`src/capture_timer_params.svh`:
```
// Register indices, field positions and reset values of the capture timer.
`ifndef CAPTURE_TIMER_PARAMS_SVH
`define CAPTURE_TIMER_PARAMS_SVH

`define FRT_LOW_IDX        8'h20
`define FRT_HIGH_IDX       8'h21
`define CAP0_RISE_IDX      8'h22
`define CAP1_RISE_IDX      8'h23
`define CAP0_FALL_IDX      8'h24
`define CAP1_FALL_IDX      8'h25
`define PIT_LOW_IDX        8'h26
`define PIT_HIGH_IDX       8'h27
`define TIMER_CFG_IDX      8'h2a
`define CAP_INT_EN_IDX     8'h2b

`define CFG_HOLD_BIT       7
`define CFG_PRESC_MSB      6
`define CFG_PRESC_LSB      4
`define CFG_WIDE_BIT       3

`define REG_RESET_BYTE     8'h00
`define FRT_RESET          16'h0000
`define PIT_RESET          12'h000
`define PIT_RELOAD_DEFAULT 12'hfff

`endif

```
`src/capture_timer_pkg.sv`:
```
// Types shared by the capture timer modules.
package capture_timer_pkg;

	typedef logic [7:0] byte_t;

	typedef enum logic [1:0]
	{
		ST_IDLE   = 2'b01,
		ST_ANSWER = 2'b10
	} apb_state_t;

endpackage : capture_timer_pkg

```
`src/edge_event_if.sv`:
```
// Edge events passed from an input synchroniser to the capture logic.
`timescale 1ns/1ps
interface edge_event_if;
	logic rise;
	logic fall;

	modport src
	(
		output rise,
		output fall
	);

	modport dst
	(
		input  rise,
		input  fall
	);
endinterface : edge_event_if

```
`src/free_running_capture_timer.sv`:
```
// Free-running counter, two edge capture channels and interval counter behind APB.
// Function
// - 16-bit free counter, low read latches high.
// - Snapshot taken when low byte is read.
// - Counter write applied at high-byte write.
// - Channel 0 rising edge stores counter value.
// - Channel 0 falling edge stores counter value.
// - Channel 1 rising edge captures unless widened.
// - Channel 1 falling edge captures unless widened.
// - Prescale code picks captured bits in 8-bit.
// - Wide mode: channel 0 holds low byte.
// - Wide mode: channel 1 rising gets high byte.
// - Wide mode: channel 1 falling gets high byte.
// - 12-bit interval counter, low read latches nibble.
// - Register accesses cross into timer logic safely.
// - Code n selects counter bits n+7 to n.
// - First-edge hold keeps value until read.
// - Wide enable disables channel 1 captures.
// - Per-event interrupt enables gate requests.
//
// Design decision made here: register access over APB.
`timescale 1ns/1ps
`include "capture_timer_params.svh"
module free_running_capture_timer
#(
	parameter logic [11:0] PIT_RELOAD = `PIT_RELOAD_DEFAULT
)
(
	input  wire logic        core_clk,
	input  wire logic        reset,
	input  wire logic [11:0] paddr,
	input  wire logic        psel,
	input  wire logic        penable,
	input  wire logic        pwrite,
	input  wire logic [31:0] pwdata,
	input  wire logic [3:0]  pstrb,
	output logic      [31:0] prdata,
	output logic             pready,
	output logic             pslverr,
	input  wire logic        capture_in_zero,
	input  wire logic        capture_in_one,
	output logic      [3:0]  capture_irq
);

	capture_timer_pkg::apb_state_t state_r;
	capture_timer_pkg::apb_state_t state_nxt;

	logic [31:0]                  prdata_r;
	logic [31:0]                  prdata_nxt;
	logic                         pready_r;
	logic                         pready_nxt;
	logic                         pslverr_r;
	logic                         pslverr_nxt;
	logic                         rd_now;
	logic                         wr_now;
	logic                         hit_any;
	capture_timer_pkg::byte_t     rd_byte;

	logic [15:0]                  frt_r;
	logic [15:0]                  frt_nxt;
	capture_timer_pkg::byte_t     frt_stage_r;
	capture_timer_pkg::byte_t     frt_stage_nxt;
	capture_timer_pkg::byte_t     frt_hold_r;
	capture_timer_pkg::byte_t     frt_hold_nxt;
	logic [11:0]                  pit_r;
	logic [11:0]                  pit_nxt;
	logic [3:0]                   pit_hold_r;
	logic [3:0]                   pit_hold_nxt;

	capture_timer_pkg::byte_t     cfg_r;
	capture_timer_pkg::byte_t     cfg_nxt;
	logic [3:0]                   int_en_r;
	logic [3:0]                   int_en_nxt;
	logic [3:0]                   irq_r;
	logic [3:0]                   irq_nxt;

	capture_timer_pkg::byte_t     cap_r [0:3];
	capture_timer_pkg::byte_t     cap_nxt [0:3];
	logic [3:0]                   held_r;
	logic [3:0]                   held_nxt;
	logic [3:0]                   cap_ev;
	logic [3:0]                   cap_rd;
	logic [3:0]                   cap_wr;
	capture_timer_pkg::byte_t     cap_val [0:3];
	capture_timer_pkg::byte_t     window;
	logic                         wide;
	logic                         hold_en;
	logic [2:0]                   presc;

	edge_event_if ev_zero ();
	edge_event_if ev_one ();

	capture_edge_detect u_edge_zero
	(
		.core_clk (core_clk),
		.reset    (reset),
		.pin_in   (capture_in_zero),
		.ev       (ev_zero)
	);

	capture_edge_detect u_edge_one
	(
		.core_clk (core_clk),
		.reset    (reset),
		.pin_in   (capture_in_one),
		.ev       (ev_one)
	);

	function automatic logic hit(input logic [11:0] addr, input logic [7:0] idx);
		hit = (addr == {2'h0, idx, 2'h0});
	endfunction : hit

	assign wide    = cfg_r[`CFG_WIDE_BIT];
	assign hold_en = cfg_r[`CFG_HOLD_BIT];
	assign presc   = cfg_r[`CFG_PRESC_MSB:`CFG_PRESC_LSB];

	// Decodes the address and selects the byte that a read returns.
	always_comb
	begin
		hit_any = 1'b1;
		rd_byte = `REG_RESET_BYTE;
		case (paddr)
			{2'h0, `FRT_LOW_IDX, 2'h0}:    rd_byte = frt_r[7:0];
			{2'h0, `FRT_HIGH_IDX, 2'h0}:   rd_byte = frt_hold_r;
			{2'h0, `CAP0_RISE_IDX, 2'h0}:  rd_byte = cap_r[0];
			{2'h0, `CAP1_RISE_IDX, 2'h0}:  rd_byte = cap_r[1];
			{2'h0, `CAP0_FALL_IDX, 2'h0}:  rd_byte = cap_r[2];
			{2'h0, `CAP1_FALL_IDX, 2'h0}:  rd_byte = cap_r[3];
			{2'h0, `PIT_LOW_IDX, 2'h0}:    rd_byte = pit_r[7:0];
			{2'h0, `PIT_HIGH_IDX, 2'h0}:   rd_byte = {4'h0, pit_hold_r};
			{2'h0, `TIMER_CFG_IDX, 2'h0}:  rd_byte = {cfg_r[7:3], 3'h0};
			{2'h0, `CAP_INT_EN_IDX, 2'h0}: rd_byte = {4'h0, int_en_r};
			default:                       hit_any = 1'b0;
		endcase
	end

	// Register accesses are staged so timer state changes on one clean edge each.
	always_comb
	begin
		state_nxt   = state_r;
		pready_nxt  = 1'b0;
		prdata_nxt  = prdata_r;
		pslverr_nxt = 1'b0;
		rd_now      = 1'b0;
		wr_now      = 1'b0;
		case (state_r)
			capture_timer_pkg::ST_IDLE:
			begin
				if (psel && penable)
				begin
					state_nxt   = capture_timer_pkg::ST_ANSWER;
					pready_nxt  = 1'b1;
					pslverr_nxt = ~hit_any;
					rd_now      = ~pwrite & hit_any;
					prdata_nxt  = pwrite ? 32'h0000_0000 : {24'h00_0000, rd_byte};
				end
			end
			capture_timer_pkg::ST_ANSWER:
			begin
				state_nxt = capture_timer_pkg::ST_IDLE;
				wr_now    = psel & penable & pwrite & pstrb[0] & hit_any;
			end
			default:
			begin
				state_nxt = capture_timer_pkg::ST_IDLE;
			end
		endcase
	end

	// Free-running and interval counters with their holding registers.
	always_comb
	begin
		frt_nxt       = frt_r + 16'h0001;
		frt_stage_nxt = frt_stage_r;
		frt_hold_nxt  = frt_hold_r;
		pit_nxt       = (pit_r == 12'h000) ? PIT_RELOAD : pit_r - 12'h001;
		pit_hold_nxt  = pit_hold_r;
		if (rd_now && hit(paddr, `FRT_LOW_IDX))
		begin
			frt_hold_nxt = frt_r[15:8];
		end
		if (rd_now && hit(paddr, `PIT_LOW_IDX))
		begin
			pit_hold_nxt = pit_r[11:8];
		end
		if (wr_now && hit(paddr, `FRT_LOW_IDX))
		begin
			frt_stage_nxt = pwdata[7:0];
		end
		if (wr_now && hit(paddr, `FRT_HIGH_IDX))
		begin
			frt_nxt = {pwdata[7:0], frt_stage_r};
		end
	end

	// Configuration, interrupt enables and gated capture requests.
	always_comb
	begin
		cfg_nxt    = cfg_r;
		int_en_nxt = int_en_r;
		if (wr_now && hit(paddr, `TIMER_CFG_IDX))
		begin
			cfg_nxt = {pwdata[7:3], 3'h0};
		end
		if (wr_now && hit(paddr, `CAP_INT_EN_IDX))
		begin
			int_en_nxt = pwdata[3:0];
		end
		irq_nxt[0] = ev_zero.rise & int_en_r[0];
		irq_nxt[1] = ev_zero.fall & int_en_r[1];
		irq_nxt[2] = ev_one.rise & ~wide & int_en_r[2];
		irq_nxt[3] = ev_one.fall & ~wide & int_en_r[3];
	end

	// Capture registers: 0 and 2 serve channel 0, 1 and 3 serve channel 1, or channel 0 in wide mode.
	always_comb
	begin
		window     = 8'(frt_r >> presc);
		cap_ev[0]  = ev_zero.rise;
		cap_ev[2]  = ev_zero.fall;
		cap_ev[1]  = wide ? ev_zero.rise : ev_one.rise;
		cap_ev[3]  = wide ? ev_zero.fall : ev_one.fall;
		cap_val[0] = wide ? frt_r[7:0] : window;
		cap_val[2] = wide ? frt_r[7:0] : window;
		cap_val[1] = wide ? frt_r[15:8] : window;
		cap_val[3] = wide ? frt_r[15:8] : window;
		for (int i = 0; i < 4; i++)
		begin
			cap_rd[i] = rd_now && hit(paddr, 8'(`CAP0_RISE_IDX + i));
			cap_wr[i] = wr_now && hit(paddr, 8'(`CAP0_RISE_IDX + i));
			if (cap_ev[i] && (!hold_en || !held_r[i] || cap_rd[i]))
			begin
				cap_nxt[i]  = cap_val[i];
				held_nxt[i] = 1'b1;
			end
			else
			begin
				cap_nxt[i]  = cap_wr[i] ? pwdata[7:0] : cap_r[i];
				held_nxt[i] = (cap_rd[i] || cap_wr[i]) ? 1'b0 : held_r[i];
			end
		end
	end

	always_ff @(posedge core_clk or posedge reset)
	begin
		if (reset)
		begin
			state_r     <= capture_timer_pkg::ST_IDLE;
			prdata_r    <= 32'h0000_0000;
			pready_r    <= 1'b0;
			pslverr_r   <= 1'b0;
			frt_r       <= `FRT_RESET;
			frt_stage_r <= `REG_RESET_BYTE;
			frt_hold_r  <= `REG_RESET_BYTE;
			pit_r       <= `PIT_RESET;
			pit_hold_r  <= 4'h0;
			cfg_r       <= `REG_RESET_BYTE;
			int_en_r    <= 4'h0;
			irq_r       <= 4'h0;
			held_r      <= 4'h0;
			for (int i = 0; i < 4; i++)
			begin
				cap_r[i] <= `REG_RESET_BYTE;
			end
		end
		else
		begin
			state_r     <= state_nxt;
			prdata_r    <= prdata_nxt;
			pready_r    <= pready_nxt;
			pslverr_r   <= pslverr_nxt;
			frt_r       <= frt_nxt;
			frt_stage_r <= frt_stage_nxt;
			frt_hold_r  <= frt_hold_nxt;
			pit_r       <= pit_nxt;
			pit_hold_r  <= pit_hold_nxt;
			cfg_r       <= cfg_nxt;
			int_en_r    <= int_en_nxt;
			irq_r       <= irq_nxt;
			held_r      <= held_nxt;
			for (int i = 0; i < 4; i++)
			begin
				cap_r[i] <= cap_nxt[i];
			end
		end
	end

	assign prdata      = prdata_r;
	assign pready      = pready_r;
	assign pslverr     = pslverr_r;
	assign capture_irq = irq_r;

	logic frt_hi_wr;
	assign frt_hi_wr = wr_now && hit(paddr, `FRT_HIGH_IDX);
endmodule : free_running_capture_timer

```
`src/capture_edge_detect.sv`:
```
// Synchroniser and edge detector for one capture input pin.
`timescale 1ns/1ps
module capture_edge_detect
(
	input  wire logic   core_clk,
	input  wire logic   reset,
	input  wire logic   pin_in,
	edge_event_if.src   ev
);

	logic sync1_r;
	logic sync2_r;
	logic last_r;
	logic rise_r;
	logic fall_r;
	logic rise_nxt;
	logic fall_nxt;

	always_comb
	begin
		rise_nxt = sync2_r & ~last_r;
		fall_nxt = ~sync2_r & last_r;
	end

	always_ff @(posedge core_clk or posedge reset)
	begin
		if (reset)
		begin
			sync1_r <= 1'b0;
			sync2_r <= 1'b0;
			last_r  <= 1'b0;
			rise_r  <= 1'b0;
			fall_r  <= 1'b0;
		end
		else
		begin
			sync1_r <= pin_in;
			sync2_r <= sync1_r;
			last_r  <= sync2_r;
			rise_r  <= rise_nxt;
			fall_r  <= fall_nxt;
		end
	end

	assign ev.rise = rise_r;
	assign ev.fall = fall_r;
endmodule : capture_edge_detect

```
`config.mk`:
```
export PLATFORM = sky130hd
export DESIGN_NAME = free_running_capture_timer
export DESIGN_NICKNAME = d
export VERILOG_FILES = /design/src/capture_timer_pkg.sv /design/src/edge_event_if.sv /design/src/free_running_capture_timer.sv /design/src/capture_edge_detect.sv
export VERILOG_INCLUDE_DIRS = /design/src /design/src/src
export SDC_FILE = /design/constraint.sdc
export NUM_CORES = 1
export LEC_CHECK = 0
export ABC_AREA = 0
export BUFFER_PORTS_ARGS = -buffer_cell sky130_fd_sc_hd__buf_2
export CAP_MARGIN = 20
export CORE_ASPECT_RATIO = 1.75
export CORE_UTILIZATION = 52
export CTS_CLUSTER_SIZE = 20
export DETAILED_ROUTE_END_ITERATION = 12
export PLACE_DENSITY = 0.76
export SYNTH_ARGS = -nofsm -noshare
export SYNTH_HDL_FRONTEND = slang
export SYNTH_HIERARCHICAL = 1
export SYNTH_SLANG_ARGS = --single-unit
```
`constraint.sdc`:
```
create_clock -name core_clk -period 3.25 [get_ports core_clk]
set_clock_uncertainty 0.2 [all_clocks]
set_input_delay 0.325 -clock core_clk [delete_from_list [all_inputs] [get_ports core_clk]]
set_output_delay 0.325 -clock core_clk [all_outputs]
set_load 0.01 [all_outputs]
```
==> flow_summary.toml <==
[floorplanning]
rows = 53
core_region_area_um2 = 12100
die_h_um = 151
dieWidth_um = 86.9
design.die.area_um2 = 13100
io-pin-count = 93
initial_core_util = 0.540

[drt]
detail_route.iter0.violations = 318
ant_nets = 0
wirelength_um = 17800
viasPerCell = 6.15
drt-pass1-iter-count = 5
remaining_drc_errors = 0
routed-via-count = 5129
post_dr_wirelength_cell_um = 21.3

[grt]
first_pass_grt_wire_length_um = 28000
globalRouteOverflowTotal = 0
grt_start_max_net_pins = 76
antenna_found_initial = 0
overall_fraction_of_global_route_tracks_in_use = 0.293
grt_pass1_vias = 5252

[timing]
fin_ws_ns = 0.756
post-route-period-util = 0.767
worst-slew-pin-transition_ns = 0.894
final_period_minus_worst_setup_slack_ns = 2.49
fmax_mhz = 401
fin_setup_tns_ns = 0
rsz_0062_raised_after_global_routing = "no"
setup_viol = 0
slew_violations = 0
max_slew_margin = 0.404
hold_viol_final = 0

[clock_network]
ctsHtreeMaxLevel = 4
cts_buffers = 17
clock_latency_ns = 0.42
clock-root-buffer = "sky130_fd_sc_hd__clkbuf_16"
cts.clk_slew.worst_paths_ns = 0.06
cts_num_sinks = 119
cts.path.max_buffers = 2
tritoncts = "done"
cts.repair_timing.setup_buffer_count = 0

[critical_path]
cpMostUsedCell = "sky130_fd_sc_hd__buf_4"
worst_r2r_endpoint = "frt_hold_r[1]"
cp_data_required_time_ns = 3.34
regToRegStartpoint = "state_r[0]"
path_cells = "nand4b_1, buf_4, nor4_4, buf_4, nand3_1, mux2_2"
worst-setup-path-type = "flop to flop"
worst_r2r_path_depth = 6
critical_path_buf_inv_count = 2
worstPathArrival_ns = 2.59
worstPathMaxFanout = 14
worstSetupStartpointType = "flop"
crit_slowest_cell = "sky130_fd_sc_hd__dfstp_2"
endpoint_kind = "flop"
worst_path_largest_cell_delay_ns = 0.52
setup.reg_to_reg.worst_slack_ns = 0.76
cpLargestDelayFamily = "simple AND/OR/NAND/NOR gates"

[cells_and_area]
nNetsFinal = 715
fill_cells = 1036
n_antenna_cell = 0
finish.utilization = 0.614
area_of_the_multi_input_gates_um2 = 3280
final_cell_count_no_fill = 834
areaGrowthSynthToFinish_pct = 13.8
layout.area.seq_um2 = 2980
layout-drive-gt1-share = 0.227

[power_and_ir_drop]
fin_total_pwr_w = 0.00361
max-vdd-ir-drop_mv = 0.315
internal-power_w = 0.00277
seqPwrFrac = 0.430
power_switching_share = 0.232
clkPwrFrac = 0.503
power.density_nw_per_um2 = 484
netSwitchingPower_w = 0.000839
leakagePower_nw = 3.39
power.combinational.fraction = 0.067

[synth]
ys_types = 59
yosys_warnings = 6
post_synth.cell_area_avg_um2 = 10.6
synth_edf_count = 0
synthesis.area_um2 = 6550
synth_seq_cells = 119
ys_seq_area_frac = 0.455
synthesis.instances = 616
ys_async_sr_fraction = 1.00
ys_dominant_reg_cell = "sky130_fd_sc_hd__dfrtp_1"

[run]
cap_viol_max_count = 0

[status]
status = "complete, no violations"

[hold_path]
min-delay-path-class = "input port to flop"
holdPathEnd = "frt_r[8]"
holdCritStartpoint = "pwdata[0]"
holdPathStages = 3

[placed_design]
pre_cts_slack_ns = 0.536
numPlacedInstances = 800
hpwlAfterDp_um = 13000
gp_congestion = 0.918
io_buffers = 41
placed cells by master (no fill, tap or decap), types with 5 or more instances in the layout:
cell,Yosys,final
sky130_fd_sc_hd__inv_1,14,13
sky130_fd_sc_hd__a21boi_0,8,8
sky130_fd_sc_hd__conb_1,1,24
sky130_fd_sc_hd__xnor2_1,11,11
sky130_fd_sc_hd__or3_1,5,5
sky130_fd_sc_hd__buf_4,26,14
sky130_fd_sc_hd__nor4_1,5,5
sky130_fd_sc_hd__xor2_1,8,8
sky130_fd_sc_hd__clkbuf_16,0,17
sky130_fd_sc_hd__nand2_1,35,35
sky130_fd_sc_hd__mux2_2,48,48
sky130_fd_sc_hd__nor2_1,33,33
sky130_fd_sc_hd__o21ai_0,17,17
sky130_fd_sc_hd__and3_1,6,6
sky130_fd_sc_hd__nand4_1,8,8
sky130_fd_sc_hd__dfrtp_1,118,118
sky130_fd_sc_hd__mux2i_1,80,80
sky130_fd_sc_hd__a22oi_1,7,7
sky130_fd_sc_hd__nor3_1,12,12
sky130_fd_sc_hd__o22ai_1,13,13
sky130_fd_sc_hd__nand3_1,15,15
sky130_fd_sc_hd__a31oi_1,5,5
sky130_fd_sc_hd__a21oi_1,31,31
sky130_fd_sc_hd__buf_2,8,41
sky130_fd_sc_hd__clkbuf_8,0,6
sky130_fd_sc_hd__nor2b_1,7,7
sky130_fd_sc_hd__nand2b_1,8,8
worst max path at each step:
stage	depth (start not counted)	startpoint	endpoint
finish	6	state_r[0]	frt_hold_r[1]
global route	6	state_r[0]	frt_hold_r[0]
global placement	6	paddr[9]	cap_r[24]
detailed placement	6	paddr[9]	cap_r[27]
CTS	6	state_r[0]	frt_hold_r[1]
floorplan	6	paddr[9]	cap_r[16]
cell families after synthesis:
group	count (synthesis)	synth area share
other cells	1	0.000572
simple gates	163	0.139
flops	119	0.455
compound gates	107	0.104
buf+inv	74	0.0588
fa+ha+maj	3	0.00573
mux	130	0.212
xor+xnor	19	0.0254
worst register-to-register path, stage by stage, from the launching register on:
cell and delay [ns]:
sky130_fd_sc_hd__dfstp_2 0.52, sky130_fd_sc_hd__nand4b_1 0.10, sky130_fd_sc_hd__buf_4 0.20, sky130_fd_sc_hd__nor4_4 0.25, sky130_fd_sc_hd__buf_4 0.19, sky130_fd_sc_hd__nand3_1 0.45
sky130_fd_sc_hd__mux2_2 0.46
area by class of cell:
| cell class | count | share of cell area |
|---|---|---|
| Multi-Input combinational cell | 446 | 0.439 |
| Sequential cell | 119 | 0.399 |
| Clock buffer | 24 | 0.0686 |
| Timing Repair Buffer | 59 | 0.0483 |
| Tap cell | 165 | 0.0277 |
| Clock inverter | 7 | 0.00906 |
| Inverter | 14 | 0.00755 |
registers in the layout (all words and copies together) (netlist names), 2 cells and up:
| name | count |
|---|---|
| capture_irq | 4 |
| state_r | 2 |
| int_en_r | 4 |
| pit_r | 12 |
| frt_stage_r | 8 |
| pit_hold_r | 4 |
| prdata | 8 |
| cfg_r | 5 |
| cap_r | 32 |
| held_r | 4 |
| frt_hold_r | 8 |
| frt_r | 16 |
synthesized netlist by cell type (3+ instances only):
cell type / instances / area share
sky130_fd_sc_hd__or3_1: 5 / 0.0048
sky130_fd_sc_hd__buf_4: 26 / 0.030
sky130_fd_sc_hd__clkbuf_1: 23 / 0.013
sky130_fd_sc_hd__xor2_1: 8 / 0.011
sky130_fd_sc_hd__nor3_1: 12 / 0.0092
sky130_fd_sc_hd__a21oi_1: 31 / 0.024
sky130_fd_sc_hd__a31oi_1: 5 / 0.0048
sky130_fd_sc_hd__nor2b_1: 7 / 0.0067
sky130_fd_sc_hd__a211o_1: 4 / 0.0053
sky130_fd_sc_hd__inv_1: 14 / 0.0080
sky130_fd_sc_hd__and3b_1: 3 / 0.0040
sky130_fd_sc_hd__nand2b_1: 8 / 0.0076
sky130_fd_sc_hd__o2111ai_1: 3 / 0.0040
sky130_fd_sc_hd__nor2_1: 33 / 0.019
sky130_fd_sc_hd__mux2i_1: 80 / 0.12
sky130_fd_sc_hd__xnor2_1: 11 / 0.015
sky130_fd_sc_hd__or2_2: 3 / 0.0029
sky130_fd_sc_hd__nor3b_1: 3 / 0.0034
sky130_fd_sc_hd__buf_2: 8 / 0.0061
sky130_fd_sc_hd__nand4_1: 8 / 0.0076
sky130_fd_sc_hd__ha_1: 3 / 0.0057
sky130_fd_sc_hd__buf_1: 3 / 0.0017
sky130_fd_sc_hd__dfrtp_1: 118 / 0.45
sky130_fd_sc_hd__nand3_1: 15 / 0.011
sky130_fd_sc_hd__o21ai_0: 17 / 0.013
sky130_fd_sc_hd__a21boi_0: 8 / 0.0092
sky130_fd_sc_hd__a22oi_1: 7 / 0.0080
sky130_fd_sc_hd__and3_1: 6 / 0.0057
sky130_fd_sc_hd__nand2_1: 35 / 0.020
sky130_fd_sc_hd__a211oi_1: 4 / 0.0046
sky130_fd_sc_hd__mux2_2: 48 / 0.082
sky130_fd_sc_hd__a32o_1: 3 / 0.0046
sky130_fd_sc_hd__nor4_1: 5 / 0.0048
sky130_fd_sc_hd__o22ai_1: 13 / 0.012
timing repair:
action                    4_1_cts  5_1_grt
hold buffers                    3        0
hold endpoints to repair       45        0
gates resized for setup         0        0
through the flow:
stage,area (µm²),hold WS [ns]
after floorplan,6640,-0.0965
after global placement,6850,0.0572
after detailed placement,6850,0.0725
after CTS,7460,0.0345
after global routing,7460,0.0557
final,7460,0.0485
power by group through the flow:
stage | logic [W] | clock network [W] | registers, W
2_1_floorplan | 0.000176 | 0 | 0.00156
3_3_place_gp | 0.000229 | 0 | 0.00157
3_5_place_dp | 0.000236 | 0 | 0.00157
4_1_cts | 0.000240 | 0.00184 | 0.00155
5_1_grt | 0.000265 | 0.00190 | 0.00155
6_report | 0.000241 | 0.00182 | 0.00155
metal layers:
layer  global-route usage  wire length (µm)
met1                0.308              6390
met3               0.0641              1020
met4                0.183              1070
met2                0.520              9310
met5                    0                 0
(Power assumes the default switching activity.)
